## src/design/scb_map.svh

```systemverilog
// Offsets, field positions, power-up values and counts of the configuration
// target. Included by the design files; defines only.
//
// Notes on behaviour
// Device is a target only, one 7-bit address, block read and write only.
// Host may stop after any whole byte; bytes already written are kept.
// Address is 1101 plus three low bits latched once from the select pin.
// Write: address, index N, count X, X data bytes; every byte acknowledged.
// Read: index by write, repeated start, device sends count then data.
// Byte 0 bits 4,3 enable outputs; zero forces the byte 11 disable state.
// Byte 1 bits 7:6 show PLL mode latched at power-up; writes ignored.
// Byte 1 bit 5 picks PLL mode from bits 7:6 or from bits 4:3.
// Byte 1 bits 4:3 reset to 00 and act only when bit 5 is set.
// Byte 1 bits 1:0 select output swing, power-up value 10.
// Byte 2 bits 4,3 set output edge speed, one is fast, reset one.
// Byte 3 bit 5 enables frequency code bits 4:3, both reset to zero.
// Byte 3 bit 0 sets feedback edge speed, one is fast, reset one.
// Byte 11 bits 1:0 give disabled output levels: LL, HiZ, HL, LH.
// Index advances per data byte; reserved bits keep power-up values.
// PLL mode and frequency codes go out as opaque two-bit values.
`ifndef SCB_MAP_SVH
`define SCB_MAP_SVH

// -----------------------------------------------------------------------
// Addressing and transfer
// -----------------------------------------------------------------------
`define SCB_ADDR_HI 4'hD
`define SCB_READ_COUNT 8'h0C
`define SCB_CAP_CYCLES 3'h4
`define SCB_PIN_IDLE 9'h00F

// -----------------------------------------------------------------------
// Register indices
// -----------------------------------------------------------------------
`define SCB_IDX_OUT_EN 8'h00
`define SCB_IDX_PLL 8'h01
`define SCB_IDX_SLEW 8'h02
`define SCB_IDX_FREQ 8'h03
`define SCB_IDX_RSVD4 8'h04
`define SCB_IDX_STOP 8'h0B

// -----------------------------------------------------------------------
// Power-up values and writable masks
// -----------------------------------------------------------------------
`define SCB_RST_OUT_EN 8'h18
`define SCB_MSK_OUT_EN 8'h18
`define SCB_RST_PLL 8'h06
`define SCB_MSK_PLL 8'h3B
`define SCB_RST_SLEW 8'hFF
`define SCB_MSK_SLEW 8'h18
`define SCB_RST_FREQ 8'hC7
`define SCB_MSK_FREQ 8'h39
`define SCB_RST_RSVD4 8'hFF
`define SCB_MSK_RSVD4 8'h00
`define SCB_RST_STOP 8'h80
`define SCB_MSK_STOP 8'h03

// -----------------------------------------------------------------------
// Field positions
// -----------------------------------------------------------------------
`define SCB_OE1_BIT 4
`define SCB_OE0_BIT 3
`define SCB_PLL_LATCH_HI 7
`define SCB_PLL_LATCH_LO 6
`define SCB_PLL_SW_BIT 5
`define SCB_PLL_SW_HI 4
`define SCB_PLL_SW_LO 3
`define SCB_SWING_HI 1
`define SCB_SWING_LO 0
`define SCB_EDGE1_BIT 4
`define SCB_EDGE0_BIT 3
`define SCB_FREQ_EN_BIT 5
`define SCB_FREQ_HI 4
`define SCB_FREQ_LO 3
`define SCB_FB_EDGE_BIT 0
`define SCB_DIS_HI 1
`define SCB_DIS_LO 0

`endif

```

## src/design/scb_pkg.sv

```systemverilog
// Types shared by the configuration target.
// Assumes scb_map.svh holds all numbers.
package scb_pkg;

   typedef enum logic [5:0] {
      ST_IDLE = 6'b000001,
      ST_ADDR = 6'b000010,
      ST_RX = 6'b000100,
      ST_ACK = 6'b001000,
      ST_TX = 6'b010000,
      ST_HACK = 6'b100000
   } scb_state_type;

   typedef logic [7:0] scb_byte_type;

endpackage

```

## src/design/scb_cfg_bank.sv

```systemverilog
// Configuration byte bank: stored bytes with writable masks and
// registered read data.
// Assumes writes and index come from the serial engine on sys_clk.
`timescale 1ns/1ps
`include "scb_map.svh"

module scb_cfg_bank
(
   input wire logic sys_clk,
   input wire logic rst_n,
   input wire logic wr_en,
   input wire scb_pkg::scb_byte_type wr_idx,
   input wire scb_pkg::scb_byte_type wr_data,
   input wire scb_pkg::scb_byte_type rd_idx,
   input wire logic [1:0] strap_mode,
   output scb_pkg::scb_byte_type rd_data_ff,
   output scb_pkg::scb_byte_type out_en_byte,
   output scb_pkg::scb_byte_type pll_byte,
   output scb_pkg::scb_byte_type slew_byte,
   output scb_pkg::scb_byte_type freq_byte,
   output scb_pkg::scb_byte_type stop_byte
);
   import scb_pkg::*;

   localparam int NSLOT = 6;
   localparam logic [2:0] NO_SLOT = 3'h7;
   localparam scb_byte_type RST [NSLOT] = '{`SCB_RST_OUT_EN, `SCB_RST_PLL,
      `SCB_RST_SLEW, `SCB_RST_FREQ, `SCB_RST_RSVD4, `SCB_RST_STOP};
   localparam scb_byte_type MSK [NSLOT] = '{`SCB_MSK_OUT_EN, `SCB_MSK_PLL,
      `SCB_MSK_SLEW, `SCB_MSK_FREQ, `SCB_MSK_RSVD4, `SCB_MSK_STOP};

   scb_byte_type bank_ff [NSLOT];
   scb_byte_type nxt_rd_data;
   logic [2:0] wr_slot;
   logic [2:0] rd_slot;

   // -----------------------------------------------------------------------
   // Index decode
   // -----------------------------------------------------------------------
   function automatic logic [2:0] slot_of(input scb_byte_type idx);
      logic [2:0] s;
      s = NO_SLOT;
      if (idx == `SCB_IDX_OUT_EN) s = 3'h0;
      if (idx == `SCB_IDX_PLL) s = 3'h1;
      if (idx == `SCB_IDX_SLEW) s = 3'h2;
      if (idx == `SCB_IDX_FREQ) s = 3'h3;
      if (idx == `SCB_IDX_RSVD4) s = 3'h4;
      if (idx == `SCB_IDX_STOP) s = 3'h5;
      return s;
   endfunction

   assign wr_slot = slot_of(wr_idx);
   assign rd_slot = slot_of(rd_idx);

   // -----------------------------------------------------------------------
   // Storage
   // -----------------------------------------------------------------------
   for (genvar g = 0; g < NSLOT; g++)
   begin : g_slot
      always_ff @(posedge sys_clk)
      begin
         if (!rst_n)
            bank_ff[g] <= RST[g];
         else if (wr_en && wr_slot == 3'(g))
            bank_ff[g] <= (wr_data & MSK[g]) | (bank_ff[g] & ~MSK[g]);
      end
   end

   // -----------------------------------------------------------------------
   // Read path
   // -----------------------------------------------------------------------
   always_comb
   begin
      nxt_rd_data = 8'h00;
      if (rd_slot != NO_SLOT)
         nxt_rd_data = bank_ff[rd_slot];
      if (rd_slot == 3'h1)
      begin
         nxt_rd_data[`SCB_PLL_LATCH_HI] = strap_mode[1];
         nxt_rd_data[`SCB_PLL_LATCH_LO] = strap_mode[0];
      end
   end

   always_ff @(posedge sys_clk)
   begin
      if (!rst_n)
         rd_data_ff <= 8'h00;
      else
         rd_data_ff <= nxt_rd_data;
   end

   assign out_en_byte = bank_ff[0];
   assign pll_byte = bank_ff[1];
   assign slew_byte = bank_ff[2];
   assign freq_byte = bank_ff[3];
   assign stop_byte = bank_ff[5];

endmodule

```

## src/design/scb_smbus_target.sv

```systemverilog
// SMBus block-read/block-write configuration target and the control
// outputs that the stored bytes steer.
// Assumes scl and sda arrive from pins; the host never stretches the clock.
`timescale 1ns/1ps
`include "scb_map.svh"

module scb_smbus_target
#(
   parameter logic [7:0] READ_COUNT = `SCB_READ_COUNT
)
(
   input wire logic sys_clk,
   input wire logic rst_n,
   input wire logic scl_in,
   input wire logic sda_in,
   output logic sda_out,
   output logic sda_oe,
   input wire logic [2:0] addr_select_pin,
   input wire logic [1:0] pll_mode_strap,
   input wire logic [1:0] oe_pin_n,
   output logic [1:0] out_active,
   output logic dis_true_high,
   output logic dis_comp_high,
   output logic dis_hiz,
   output logic [1:0] pll_mode_eff,
   output logic [1:0] swing_sel,
   output logic [1:0] out_edge_speed,
   output logic freq_sw_en,
   output logic [1:0] freq_code,
   output logic feedback_edge_speed
);
   import scb_pkg::*;

   if (READ_COUNT == 8'h00)
   begin : g_bad_count
      $error("READ_COUNT must be at least one");
   end

   logic [8:0] pins;
   logic [8:0] pin_s1_ff;
   logic [8:0] pin_s2_ff;
   logic [8:0] pin_s3_ff;
   logic [8:0] pin_f_ff;
   logic scl_f;
   logic sda_f;
   logic scl_prev_ff;
   logic sda_prev_ff;
   logic scl_rise;
   logic scl_fall;
   logic start_cond;
   logic stop_cond;
   logic [2:0] cap_cnt_ff;
   logic cap_done_ff;
   logic [2:0] addr_lo_ff;
   logic [1:0] strap_mode_ff;
   scb_state_type state_ff;
   logic [2:0] bit_cnt_ff;
   scb_byte_type shift_ff;
   logic full_ff;
   logic rw_ff;
   logic [1:0] byte_num_ff;
   scb_byte_type idx_ff;
   scb_byte_type remain_ff;
   logic cnt_sent_ff;
   logic sda_oe_ff;
   logic nxt_sda_oe;
   logic wr_en;
   scb_byte_type rd_data;
   scb_byte_type out_en_byte;
   scb_byte_type pll_byte;
   scb_byte_type slew_byte;
   scb_byte_type freq_byte;
   scb_byte_type stop_byte;

   // -----------------------------------------------------------------------
   // Pin synchronisers with agreement filter
   // -----------------------------------------------------------------------
   assign pins = {pll_mode_strap, addr_select_pin, oe_pin_n, sda_in, scl_in};

   always_ff @(posedge sys_clk)
   begin
      if (!rst_n)
      begin
         pin_s1_ff <= `SCB_PIN_IDLE;
         pin_s2_ff <= `SCB_PIN_IDLE;
         pin_s3_ff <= `SCB_PIN_IDLE;
         pin_f_ff <= `SCB_PIN_IDLE;
      end
      else
      begin
         pin_s1_ff <= pins;
         pin_s2_ff <= pin_s1_ff;
         pin_s3_ff <= pin_s2_ff;
         pin_f_ff <= (pin_s2_ff & pin_s3_ff)
            | (pin_f_ff & (pin_s2_ff | pin_s3_ff));
      end
   end

   assign scl_f = pin_f_ff[0];
   assign sda_f = pin_f_ff[1];

   // -----------------------------------------------------------------------
   // Bus events
   // -----------------------------------------------------------------------
   always_ff @(posedge sys_clk)
   begin
      if (!rst_n)
      begin
         scl_prev_ff <= 1'b1;
         sda_prev_ff <= 1'b1;
      end
      else
      begin
         scl_prev_ff <= scl_f;
         sda_prev_ff <= sda_f;
      end
   end

   assign scl_rise = scl_f & ~scl_prev_ff;
   assign scl_fall = ~scl_f & scl_prev_ff;
   assign start_cond = scl_f & scl_prev_ff & sda_prev_ff & ~sda_f;
   assign stop_cond = scl_f & scl_prev_ff & ~sda_prev_ff & sda_f;

   // -----------------------------------------------------------------------
   // Strap capture once the filter output holds the real pin levels
   // -----------------------------------------------------------------------
   always_ff @(posedge sys_clk)
   begin
      if (!rst_n)
      begin
         cap_cnt_ff <= 3'h0;
         cap_done_ff <= 1'b0;
         addr_lo_ff <= 3'h0;
         strap_mode_ff <= 2'h0;
      end
      else if (!cap_done_ff)
      begin
         if (cap_cnt_ff == `SCB_CAP_CYCLES)
         begin
            cap_done_ff <= 1'b1;
            addr_lo_ff <= pin_f_ff[6:4];
            strap_mode_ff <= pin_f_ff[8:7];
         end
         else
            cap_cnt_ff <= cap_cnt_ff + 3'h1;
      end
   end

   // -----------------------------------------------------------------------
   // Serial engine
   // -----------------------------------------------------------------------
   assign wr_en = (state_ff == ST_RX) && scl_fall && full_ff && !rw_ff
      && byte_num_ff == 2'h2 && remain_ff != 8'h00;

   always_ff @(posedge sys_clk)
   begin
      if (!rst_n)
      begin
         state_ff <= ST_IDLE;
         bit_cnt_ff <= 3'h0;
         shift_ff <= 8'hFF;
         full_ff <= 1'b0;
         rw_ff <= 1'b0;
         byte_num_ff <= 2'h0;
         idx_ff <= 8'h00;
         remain_ff <= 8'h00;
         cnt_sent_ff <= 1'b0;
      end
      else if (start_cond)
      begin
         state_ff <= ST_ADDR;
         bit_cnt_ff <= 3'h0;
         full_ff <= 1'b0;
      end
      else if (stop_cond)
      begin
         state_ff <= ST_IDLE;
         full_ff <= 1'b0;
      end
      else
      begin
         unique case (state_ff)
            ST_IDLE:
            begin
               full_ff <= 1'b0;
            end
            ST_ADDR, ST_RX:
            begin
               if (scl_rise && !full_ff)
               begin
                  shift_ff <= {shift_ff[6:0], sda_f};
                  bit_cnt_ff <= bit_cnt_ff + 3'h1;
                  full_ff <= (bit_cnt_ff == 3'h7);
               end
               else if (scl_fall && full_ff)
               begin
                  full_ff <= 1'b0;
                  state_ff <= ST_ACK;
                  if (state_ff == ST_ADDR)
                  begin
                     if (shift_ff[7:1] != {`SCB_ADDR_HI, addr_lo_ff})
                        state_ff <= ST_IDLE;
                     rw_ff <= shift_ff[0];
                     cnt_sent_ff <= 1'b0;
                     if (!shift_ff[0])
                        byte_num_ff <= 2'h0;
                  end
                  else
                  begin
                     if (byte_num_ff == 2'h0)
                        idx_ff <= shift_ff;
                     else if (byte_num_ff == 2'h1)
                        remain_ff <= shift_ff;
                     else if (remain_ff != 8'h00)
                     begin
                        idx_ff <= idx_ff + 8'h01;
                        remain_ff <= remain_ff - 8'h01;
                     end
                     if (byte_num_ff != 2'h2)
                        byte_num_ff <= byte_num_ff + 2'h1;
                  end
               end
            end
            ST_ACK:
            begin
               if (scl_fall)
               begin
                  bit_cnt_ff <= 3'h0;
                  if (rw_ff)
                  begin
                     state_ff <= ST_TX;
                     cnt_sent_ff <= 1'b1;
                     shift_ff <= cnt_sent_ff ? rd_data : READ_COUNT;
                     if (cnt_sent_ff)
                        idx_ff <= idx_ff + 8'h01;
                  end
                  else
                     state_ff <= ST_RX;
               end
            end
            ST_TX:
            begin
               if (scl_rise && !full_ff)
               begin
                  bit_cnt_ff <= bit_cnt_ff + 3'h1;
                  full_ff <= (bit_cnt_ff == 3'h7);
               end
               else if (scl_fall && full_ff)
               begin
                  full_ff <= 1'b0;
                  state_ff <= ST_HACK;
               end
               else if (scl_fall)
                  shift_ff <= {shift_ff[6:0], 1'b1};
            end
            ST_HACK:
            begin
               if (scl_rise && sda_f)
                  state_ff <= ST_IDLE;
               else if (scl_fall)
               begin
                  state_ff <= ST_TX;
                  bit_cnt_ff <= 3'h0;
                  shift_ff <= rd_data;
                  idx_ff <= idx_ff + 8'h01;
               end
            end
         endcase
      end
   end

   // -----------------------------------------------------------------------
   // Open-drain data drive
   // -----------------------------------------------------------------------
   assign nxt_sda_oe = (state_ff == ST_ACK)
      || (state_ff == ST_TX && !shift_ff[7]);

   always_ff @(posedge sys_clk)
   begin
      if (!rst_n)
         sda_oe_ff <= 1'b0;
      else
         sda_oe_ff <= nxt_sda_oe;
   end

   assign sda_oe = sda_oe_ff;
   assign sda_out = 1'b0;

   // -----------------------------------------------------------------------
   // Configuration bytes
   // -----------------------------------------------------------------------
   scb_cfg_bank u_bank
   (
      .sys_clk(sys_clk),
      .rst_n(rst_n),
      .wr_en(wr_en),
      .wr_idx(idx_ff),
      .wr_data(shift_ff),
      .rd_idx(idx_ff),
      .strap_mode(strap_mode_ff),
      .rd_data_ff(rd_data),
      .out_en_byte(out_en_byte),
      .pll_byte(pll_byte),
      .slew_byte(slew_byte),
      .freq_byte(freq_byte),
      .stop_byte(stop_byte)
   );

   // -----------------------------------------------------------------------
   // Control outputs to the clock path
   // -----------------------------------------------------------------------
   always_ff @(posedge sys_clk)
   begin
      if (!rst_n)
      begin
         out_active <= 2'h0;
         dis_true_high <= 1'b0;
         dis_comp_high <= 1'b0;
         dis_hiz <= 1'b0;
         pll_mode_eff <= 2'h0;
         swing_sel <= 2'h2;
         out_edge_speed <= 2'h3;
         freq_sw_en <= 1'b0;
         freq_code <= 2'h0;
         feedback_edge_speed <= 1'b1;
      end
      else
      begin
         out_active <= {out_en_byte[`SCB_OE1_BIT] & ~pin_f_ff[3],
            out_en_byte[`SCB_OE0_BIT] & ~pin_f_ff[2]};
         dis_true_high <= stop_byte[`SCB_DIS_HI:`SCB_DIS_LO] == 2'h2;
         dis_comp_high <= stop_byte[`SCB_DIS_HI:`SCB_DIS_LO] == 2'h3;
         dis_hiz <= stop_byte[`SCB_DIS_HI:`SCB_DIS_LO] == 2'h1;
         pll_mode_eff <= pll_byte[`SCB_PLL_SW_BIT]
            ? pll_byte[`SCB_PLL_SW_HI:`SCB_PLL_SW_LO] : strap_mode_ff;
         swing_sel <= pll_byte[`SCB_SWING_HI:`SCB_SWING_LO];
         out_edge_speed <= {slew_byte[`SCB_EDGE1_BIT],
            slew_byte[`SCB_EDGE0_BIT]};
         freq_sw_en <= freq_byte[`SCB_FREQ_EN_BIT];
         freq_code <= freq_byte[`SCB_FREQ_EN_BIT]
            ? freq_byte[`SCB_FREQ_HI:`SCB_FREQ_LO] : 2'h0;
         feedback_edge_speed <= freq_byte[`SCB_FB_EDGE_BIT];
      end
   end

endmodule

```

## config.mk

```make
export PLATFORM = sky130hd
export DESIGN_NAME = scb_smbus_target
export DESIGN_NICKNAME = d
export VERILOG_FILES = /design/src/design/scb_pkg.sv /design/src/design/scb_cfg_bank.sv /design/src/design/scb_smbus_target.sv
export VERILOG_INCLUDE_DIRS = /design/src /design/src/design
export SDC_FILE = /design/constraint.sdc
export NUM_CORES = 1
export LEC_CHECK = 0
export BUFFER_PORTS_ARGS = -buffer_cell sky130_fd_sc_hd__buf_2
export CAP_MARGIN = 20
export CORE_MARGIN = 2
export CORE_UTILIZATION = 30
export CTS_CLUSTER_DIAMETER = 100
export DETAILED_ROUTE_END_ITERATION = 8
export PLACE_DENSITY = 0.5
export SKIP_LAST_GASP = 1
export SYNTH_ARGS = -nofsm -noshare
export SYNTH_HDL_FRONTEND = slang
export SYNTH_SLANG_ARGS = --single-unit
```

## constraint.sdc

```tcl
create_clock -name sys_clk -period 4.7 [get_ports sys_clk]
set_input_delay 0.235 -clock sys_clk [delete_from_list [all_inputs] [get_ports sys_clk]]
set_output_delay 0.235 -clock sys_clk [all_outputs]
set_load 0.01 [all_outputs]
```

# --- Word level (Yosys, flattened, before mapping) ---
# Memory sizes are Yosys's and may differ from the RTL's.
# Index checks and enable logic that the tools add are counted.
# W data, S select, Z words.
classes:
  n_reduce_logical: 50
  eq_ne: 53
  shift: 0
  n_mul: 0
  div_mod_pow: 0
  n_mux: 89
  n_bitwise: 38
  add_sub_neg: 5
  order_cmp: 0
op_table:
  columns: ["op", "count"]
  rows:
  - ["$mux W8", 29]
  - ["$mux W6", 7]
  - ["$ne A2 B2 Y1 const B", 16]
  - ["$pmux W8 S4", 1]
  - ["$mux W1", 28]
  - ["$mux W3", 9]
  - ["$pmux W6 S4", 1]
  - ["$pmux W8 S3", 1]
  - ["$reduce_and A7 Y1", 3]
  - ["$ne A4 B4 Y1 const B", 5]
  - ["$and A9 B9 Y9", 2]
  - ["$or A9 B9 Y9", 2]
  - ["$eq A8 B2 Y1 const B", 2]
  - ["$or A5 B8 Y8", 2]
  - ["$or A6 B8 Y8", 2]
  - ["$reduce_and A8 Y1", 2]
  - ["$logic_and A1 B1 Y1", 15]
  - ["$mux W2", 7]
  - ["$not A1 Y1", 14]
  - ["$reduce_and A13 Y1", 1]
  - ["$eq A3 B3 Y1 const B", 4]
  - ["$ne A3 B3 Y1 const B", 4]
  - ["$reduce_and A2 Y1", 6]
  - ["$reduce_and A11 Y1", 1]
  - ["other kinds (43)", 71]
word_totals:
  rom_bits: 0
  output_inout_bits: 17
  ff_bits: 109
  inputBits: 11
  mem_bits_rw: 48
  mem_count: 1
  latchBits: 0
memory_table:
  columns: ["memory", "words", "word_bits", "rd", "rd_ports_with_merged_regs", "write_ports", "line_no", "rtl"]
  rows:
  - ["u_bank.bank_ff", 6, 8, 6, 0, 6, "scb_cfg_bank.sv:32", "scb_byte_type bank_ff [NSLOT];"]

# --- Depth between registers and ports, before layout ---
# Gate-level depths: netlist (run 1).
logic_depth:
  depth_word: 14
  depth_mapped: 8
  mapped_depth_nobuf: 7

# --- By module ---
# A second synthesis (run 1) with hierarchy kept.
unflattened:
  hier_cells: 666
  area_unflattened_um2: 5849.4
modules_own_cells:
  columns: ["mod", "area_each_um2", "cells_per_inst", "instances"]
  rows:
  - ["scb_smbus_target", 4461.8, 519, 1]
  - ["scb_cfg_bank", 1387.6, 147, 1]

# --- Least setup slack after synthesis (run 1) ---
# OpenSTA, ideal clock, no wires.
synth_timing:
  path_type: "flip-flop to flip-flop"
  start: "reg idx_ff[4]"
  end: "mem u_bank.bank_ff[3][0] (netlist name) (enable)"
  arrival_ns: 2.267
  required_ns: 4.339
  setup_slack_ns: 2.072
  stages_incl_launch_ff: 5
  setup_time_ns: 0.361
  synth_period_minus_slack_ns: 2.628
  n_path_buf: 0
  cell_sequence: "dfxtp_1 -> or4_4 -> or4_4 -> or4_4 -> o21ai_0"
synth_rtl:
  columns: ["element", "line_no", "rtl"]
  rows:
  - ["start: declaration", "scb_smbus_target.sv:62", "scb_byte_type idx_ff;"]
  - ["start signal: assignment", "scb_smbus_target.sv:211", "idx_ff <= shift_ff;"]
  - ["start signal: assignment", "scb_smbus_target.sv:216", "idx_ff <= idx_ff + 8'h01;"]
  - ["start signal: assignment", "scb_smbus_target.sv:235", "idx_ff <= idx_ff + 8'h01;"]
  - ["end: declaration", "scb_cfg_bank.sv:32", null]

==> flow_summary.ini, run 1 <==
[outcome]
outcome = finished clean

[clocking]
resized_cells_post_cts = 0
number_of_buffers_created_by_cts = 17
worstSkewPairLatency_ns = 0.41
root_buffer = sky130_fd_sc_hd__clkbuf_16
tritoncts = built
clkSlewWorstSetupHoldPaths_ns = 0.05
cts_htree_levels = 4
post-cts-setup-buffers = 0
ctsLongestPathBuffers = 2
cts.hold.buffers_added = 3
clkSinkCount = 124

[finish]
nFillCells = 1967
fin_cells = 952
sequential_cell_area_um2 = 2633
final_cell_area_um2 = 6750
layout-drive-gt1-share = 0.1004
design.final.nets = 699
final_core_utilization = 0.3491
multiInputGateArea_um2 = 2994
antenna-diode-count = 0
area_growth_pct = 15.18

[placed_design]
dpl_cell_area_um2 = 6182
portBuffers = 26
dp.final_hpwl_um = 10130
placedCellCount = 917
pre_cts_slack_ns = 1.756
gp_routability_congestion = 0.8506

[worst_setup_path]
timing.critical_path.required_ns = 4.74
critical_path.reg2reg.startpoint = state_ff[1]$_SDFFE_PN0P_
worstPathCellList = nor4_1 -> o2111ai_1 -> or4_1 -> o21ai_0
crit_arrival_ns = 3.00
timing.rr.end = u_bank.bank_ff[1][0]$_SDFFCE_PN0P_
setup.reg_to_reg.worst_slack_ns = 1.73
critPathCaptureType = flip-flop
crit_fanout = 17
crit_path_start_kind = flip-flop
crit_start = state_ff[1]$_SDFFE_PN0P_
category_of_the_critical_setup_timing_path = reg2reg
cpMaxStageDelayCell = sky130_fd_sc_hd__nor4_1
ff2ff_path_depth = 4
max_stage_delay_ns = 0.65

[logic_synthesis]
synth_seq_area_share = 0.4492
count_of_distinct_cell_types_in_the_synthesized_netlist = 67
syn_nets = 689
largest_family_of_logic_cells_by_synthesized_area = simple AND/OR/NAND/NOR gates
synth_compound_area_frac = 0.1825
synth_xor_xnor_area_share = 0.01494
fraction_of_the_mapped_netlist_area_in_simple_logic_gates = 0.2538
synthesized_instance_count = 664
synth.largest_area_cell = sky130_fd_sc_hd__dfxtp_1
cells_taking_the_most_area_after_synthesis = sky130_fd_sc_hd__dfxtp_1, sky130_fd_sc_hd__edfxtp_1, sky130_fd_sc_hd__o21ai_0
synth_ff_type = sky130_fd_sc_hd__dfxtp_1
synthAdderAreaFrac = 0.02989
synth.yosys.warnings = 0
synthesis.area_um2 = 5861
yosys-mux-area-fraction = 0.02775
postSynthAreaPerCell_um2 = 8.826
synth.ff_latch_count = 124
synthArstFlopShare = 0
synth-edff-count = 15
yosys.area.top_type_share = 0.3723

[floorplanning]
die-area_um2 = 20670
rows = 51
initial_utilization = 0.3031
boundaryPins = 28
floorplan.die.width_um = 143.8
height_of_the_chip_um = 143.8
core_um2 = 19330

[routing]
via_count = 4889
final_wl_um = 14750
routed_wire_length_per_instance_um = 15.49
antenna_violating_nets_post_route = 0
drcViolationCount = 0
dr.first_iter.drc_count = 446
route.detailed.vias_per_inst = 5.136
drt_pre_antenna_iters = 6

[timing]
tightestPinTransition_ns = 1.009
post-route-worst-setup-slack_ns = 1.735
rsz0062_at_grt = false
timing.final.crit_share = 0.6309
timing.fmax_ghz = 0.3372
clock_skew_ns = 0.009440
setup_tns_ns = 0
hold_slack_ns = 0.02633
report.final.setup_viol = 0
final_max_slew_viol_count = 0
final_critical_path_required_period_ns = 2.965
slew_headroom = 0.3259
final_hold_viol_count = 0

[global_routing]
grt.overflow.total = 0
first_global_vias = 4534
grt_first_pass_wirelength_um = 23880
grt_use_total = 0.1486
grt_start_max_net_pins = 50
grt_antenna_before_repair = 0

[pwr]
power_density_nw_per_um2 = 352.3
peakVddDrop_uv = 193.0
post-layout-total-power_mw = 2.378
total_leakage_power_nw = 2.460

[hold_path]
hold_sp = scl_in
worst_min_delay_path_endpoint = pin_s1_ff[0]$_SDFF_PN1_
min_path_cells = 2
holdCritPathClass = in2reg

[run]
maxcap_viol_count = 0
[layout make-up]
class | count | share of cell area
sequential | 124 | 0.3900
timing repair buffer | 31 | 0.02595
inverter | 21 | 0.01168
clock inverter | 7 | 0.006302
multi-input combinational | 479 | 0.4436
tap | 265 | 0.04912
clock buffer | 25 | 0.07340
[per-layer routing]
metal / GRT usage / wire (um)
met5: 0 / 0
met2: 0.2441 / 7190
met1: 0.1874 / 6787
met4: 0.06192 / 259
met3: 0.03432 / 511
[kinds of logic (layout without fill, tap and decap cells)]
| logic type | after synthesis | in the layout |
|---|---|---|
| and+or+nand+nor | 271 | 271 |
| muxes | 16 | 16 |
| AOI/OAI and AO/OA | 167 | 167 |
| adders and majority gates | 14 | 14 |
| DFF | 124 | 124 |
| buffers and inverters | 61 | 84 |
| xor gates and xnor gates | 10 | 10 |
| other | 1 | 1 |
[worst max path at each step]
stage	to	slack [ns]	cells after the start
6_report	u_bank.bank_ff[1][0]$_SDFFCE_PN0P_	1.73	4
5_1_grt	u_bank.bank_ff[1][0]$_SDFFCE_PN0P_	1.59	4
4_1_cts	u_bank.bank_ff[1][3]$_SDFFCE_PN0P_	1.74	4
3_5_place_dp	u_bank.bank_ff[1][4]$_SDFFCE_PN0P_	1.76	4
3_3_place_gp	u_bank.bank_ff[1][3]$_SDFFCE_PN0P_	1.82	4
2_1_floorplan	u_bank.bank_ff[3][0]$_SDFFCE_PN1P_	2.07	4
[critical path: cells and delay by family (launching register included)]
kind               cells  cell delay, ns
AOI/OAI and AO/OA      2            0.89
and+or+nand+nor        2            1.22
DFF                    1            0.48
[cell usage in the layout (no fill, tap or decap), types with 4 or more instances in the layout]
cell type                   netlist  routed
sky130_fd_sc_hd__a221oi_1         4       4
sky130_fd_sc_hd__o21ai_0         49      49
sky130_fd_sc_hd__clkbuf_1        26       4
sky130_fd_sc_hd__o31ai_1          9       9
sky130_fd_sc_hd__and2_1          31      31
sky130_fd_sc_hd__mux2i_1         14      14
sky130_fd_sc_hd__buf_2            7      26
sky130_fd_sc_hd__clkbuf_8         0       4
sky130_fd_sc_hd__nand4_1          5       5
sky130_fd_sc_hd__or3_1            8       8
sky130_fd_sc_hd__clkbuf_16        0      17
sky130_fd_sc_hd__a21oi_1         47      47
sky130_fd_sc_hd__clkinv_2         0       4
sky130_fd_sc_hd__nor2b_1          4       4
sky130_fd_sc_hd__a31oi_1         10      10
sky130_fd_sc_hd__nor2_1          44      44
sky130_fd_sc_hd__xor2_1           8       8
sky130_fd_sc_hd__o22ai_1          4       4
sky130_fd_sc_hd__edfxtp_1        15      15
sky130_fd_sc_hd__ha_1            14      14
sky130_fd_sc_hd__o32ai_1          5       5
sky130_fd_sc_hd__dfxtp_1        109     109
sky130_fd_sc_hd__nor3_1          18      18
sky130_fd_sc_hd__inv_1           21      21
sky130_fd_sc_hd__nand3_1         19      19
sky130_fd_sc_hd__nand2b_1        19      19
sky130_fd_sc_hd__nor4_1          23      23
sky130_fd_sc_hd__nand2_1         53      53
sky130_fd_sc_hd__or4_1            7       7
sky130_fd_sc_hd__and3_1           8       8
sky130_fd_sc_hd__nor3b_1         11      11
[state kept, by name (all words and copies together) (netlist names), 6 cells and up]
register / cells
pin_s3_ff: 9
pin_s2_ff: 9
u_bank.bank_ff: 15
pin_s1_ff: 9
u_bank.rd_data_ff: 8
remain_ff: 8
state_ff: 6
shift_ff: 8
pin_f_ff: 9
idx_ff: 8
[cells in the mapped netlist (all sizes together), types with 15 or more instances]
| cell | count |
|---|---|
| dfxtp | 109 |
| nand2 | 53 |
| o21ai | 49 |
| a21oi | 47 |
| nor2 | 44 |
| and2 | 31 |
| clkbuf | 26 |
| nor4 | 23 |
| inv | 21 |
| nand2b | 19 |
| nand3 | 19 |
| nor3 | 18 |
| edfxtp | 15 |
[power by group]
part	switching, mW	internal [mW]
registers	0.0166	1.10
clock network	0.446	0.725
logic	0.0531	0.0370
total	0.516	1.86
Note: power is estimated with default switching activity, not from simulation.
==> run 2: changes to the inputs <==
--- a/config.mk
+++ b/config.mk
@@ -12,7 +12,7 @@
 export CORE_UTILIZATION = 30
 export CTS_CLUSTER_DIAMETER = 100
 export DETAILED_ROUTE_END_ITERATION = 8
-export PLACE_DENSITY = 0.5
+export PLACE_DENSITY = 0.51
 export SKIP_LAST_GASP = 1
 export SYNTH_ARGS = -nofsm -noshare
 export SYNTH_HDL_FRONTEND = slang
==> constraint.sdc (replaced) <==
create_clock -name sys_clk -period 2.6 [get_ports sys_clk]
set_input_delay 0.13 -clock sys_clk [delete_from_list [all_inputs] [get_ports sys_clk]]
set_output_delay 0.13 -clock sys_clk [all_outputs]
set_load 0.01 [all_outputs]
==> flow_summary.ini, run 2 (synthesis results as in run 1) <==
[outcome]
outcome = finished clean

[routing]
via_count = 5139
drcViolationCount = 0
final_wl_um = 15590
antenna_violating_nets_post_route = 0
dr.first_iter.drc_count = 511
drt_pre_antenna_iters = 5
route.detailed.vias_per_inst = 5.124
routed_wire_length_per_instance_um = 15.54

[worst_setup_path]
worstPathCellList = or4_1 -> or2_2 -> o31ai_1 -> nand3_1 -> o32ai_1
category_of_the_critical_setup_timing_path = reg2reg
ff2ff_path_depth = 5
critPathCaptureType = flip-flop
timing.rr.end = idx_ff[6]$_SDFFE_PN0P_
crit_fanout = 8
cpMaxStageDelayCell = sky130_fd_sc_hd__or4_1
crit_arrival_ns = 2.76
critical_path.reg2reg.startpoint = state_ff[2]$_SDFFE_PP0P_
max_stage_delay_ns = 0.70
timing.critical_path.required_ns = 2.91
setup.reg_to_reg.worst_slack_ns = 0.15
crit_path_start_kind = flip-flop

[timing]
final_max_slew_viol_count = 0
timing.final.crit_share = 0.9440
timing.fmax_ghz = 0.4074
final_hold_viol_count = 0
clock_skew_ns = 0.009459
setup_tns_ns = 0
final_critical_path_required_period_ns = 2.454
report.final.setup_viol = 0
post-route-worst-setup-slack_ns = 0.1455
slew_headroom = 0.5357
rsz0062_at_grt = true
tightestPinTransition_ns = 0.6964

[floorplanning]
initial_utilization = 0.3031
die-area_um2 = 20670
floorplan.die.width_um = 143.8
rows = 51
height_of_the_chip_um = 143.8
core_um2 = 19330
boundaryPins = 28

[run]
maxcap_viol_count = 0

[global_routing]
grt_antenna_before_repair = 0
grt_use_total = 0.1545
grt_start_max_net_pins = 34
grt.overflow.total = 0
grt_first_pass_wirelength_um = 25140
first_global_vias = 4917

[clocking]
tritoncts = built
number_of_buffers_created_by_cts = 17
root_buffer = sky130_fd_sc_hd__clkbuf_16
worstSkewPairLatency_ns = 0.42
clkSlewWorstSetupHoldPaths_ns = 0.06
clkSinkCount = 124
ctsLongestPathBuffers = 2
cts_htree_levels = 4
post-cts-setup-buffers = 0

[finish]
layout.cells.most_common = sky130_fd_sc_hd__dfxtp_1
layout-drive-gt1-share = 0.1626
most-common-layout-cells = sky130_fd_sc_hd__dfxtp_1, sky130_fd_sc_hd__nand2_1, sky130_fd_sc_hd__a21oi_1, sky130_fd_sc_hd__buf_4, sky130_fd_sc_hd__o21ai_0
nFillCells = 1914
largest_register = u_bank.bank_ff
area_growth_pct = 23.78
multiInputGateArea_um2 = 3017
final_cell_area_um2 = 7254
design.final.nets = 750
sequential_cell_area_um2 = 2633
fin_cells = 1003
antenna-diode-count = 0
largest_reg_flops = 15

[pwr]
peakVddDrop_uv = 366.8
post-layout-total-power_mw = 4.660
power_density_nw_per_um2 = 642.4
total_leakage_power_nw = 2.758

[placed_design]
placedCellCount = 962
gp_routability_congestion = 0.8715
dpl_cell_area_um2 = 6520
pre_cts_slack_ns = 0.01072
dp.final_hpwl_um = 11060
portBuffers = 26

[hold_path]
min_path_cells = 3
holdCritPathClass = in2reg
hold_sp = rst_n
worst_min_delay_path_endpoint = u_bank.rd_data_ff[3]$_SDFF_PN0_
[run 2: worst max-delay path by stage]
stage	start	endpoint
global placement	idx_ff[7]$_SDFFE_PN0P_	u_bank.bank_ff[3][3]$_SDFFCE_PN0P_
finish	state_ff[2]$_SDFFE_PP0P_	idx_ff[6]$_SDFFE_PN0P_
floorplan	state_ff[1]$_SDFFE_PN0P_	u_bank.bank_ff[1][0]$_SDFFCE_PN0P_
global route	idx_ff[0]$_SDFFE_PN0P_	u_bank.bank_ff[5][0]$_SDFFCE_PN0P_
detailed placement	idx_ff[7]$_SDFFE_PN0P_	u_bank.bank_ff[3][4]$_SDFFCE_PN0P_
CTS	idx_ff[7]$_SDFFE_PN0P_	u_bank.bank_ff[3][5]$_SDFFCE_PN0P_
[run 2: power by group]
group          internal (mW)  switching, mW  total, mW
combinational         0.0785         0.0986      0.177
sequential              1.99         0.0298       2.02
clock                   1.61          0.851       2.47
total                   3.68          0.979       4.66
[run 2: through the flow]
step	hold slack [ns]	utilization
after floorplan	0.2315	-
after global placement	0.3152	0.3372
after detailed placement	0.3142	0.3372
after CTS	0.06162	0.3740
after global routing	0.1067	0.3752
final	0.09045	0.3752
[run 2: metal layers]
layer / part of all wire / wire length [um] / global-route usage / up-vias
met2: 0.48 / 7498 / 0.2549 / 141
met3: 0.046 / 714 / 0.03699 / 31
li1: - / - / - / 2548
met4: 0.026 / 404 / 0.06914 / 0
met5: 0 / 0 / 0 / -
met1: 0.45 / 6969 / 0.1914 / 2419
[run 2: cell type report]
type	instances	share of cell area
Inverter	21	0.01087
Clock buffer	22	0.06692
Multi-Input combinational cell	479	0.4158
Clock inverter	10	0.01880
Timing Repair Buffer	82	0.07899
Tap cell	265	0.04571
Sequential cell	124	0.3629
[run 2: critical path: cells and delay by family (launching register included)]
kind | cells | cell delay, ns
flip-flops | 1 | 0.38
AND/OR/NAND/NOR | 3 | 1.44
AO/OA/AOI/OAI | 2 | 0.53
[run 2: timing repair]
item / 4_1_cts / 5_1_grt
setup endpoints to repair: 0 / 25
gates resized for setup: 0 / 8
hold buffers: 9 / 0
hold endpoints to repair: 9 / 0
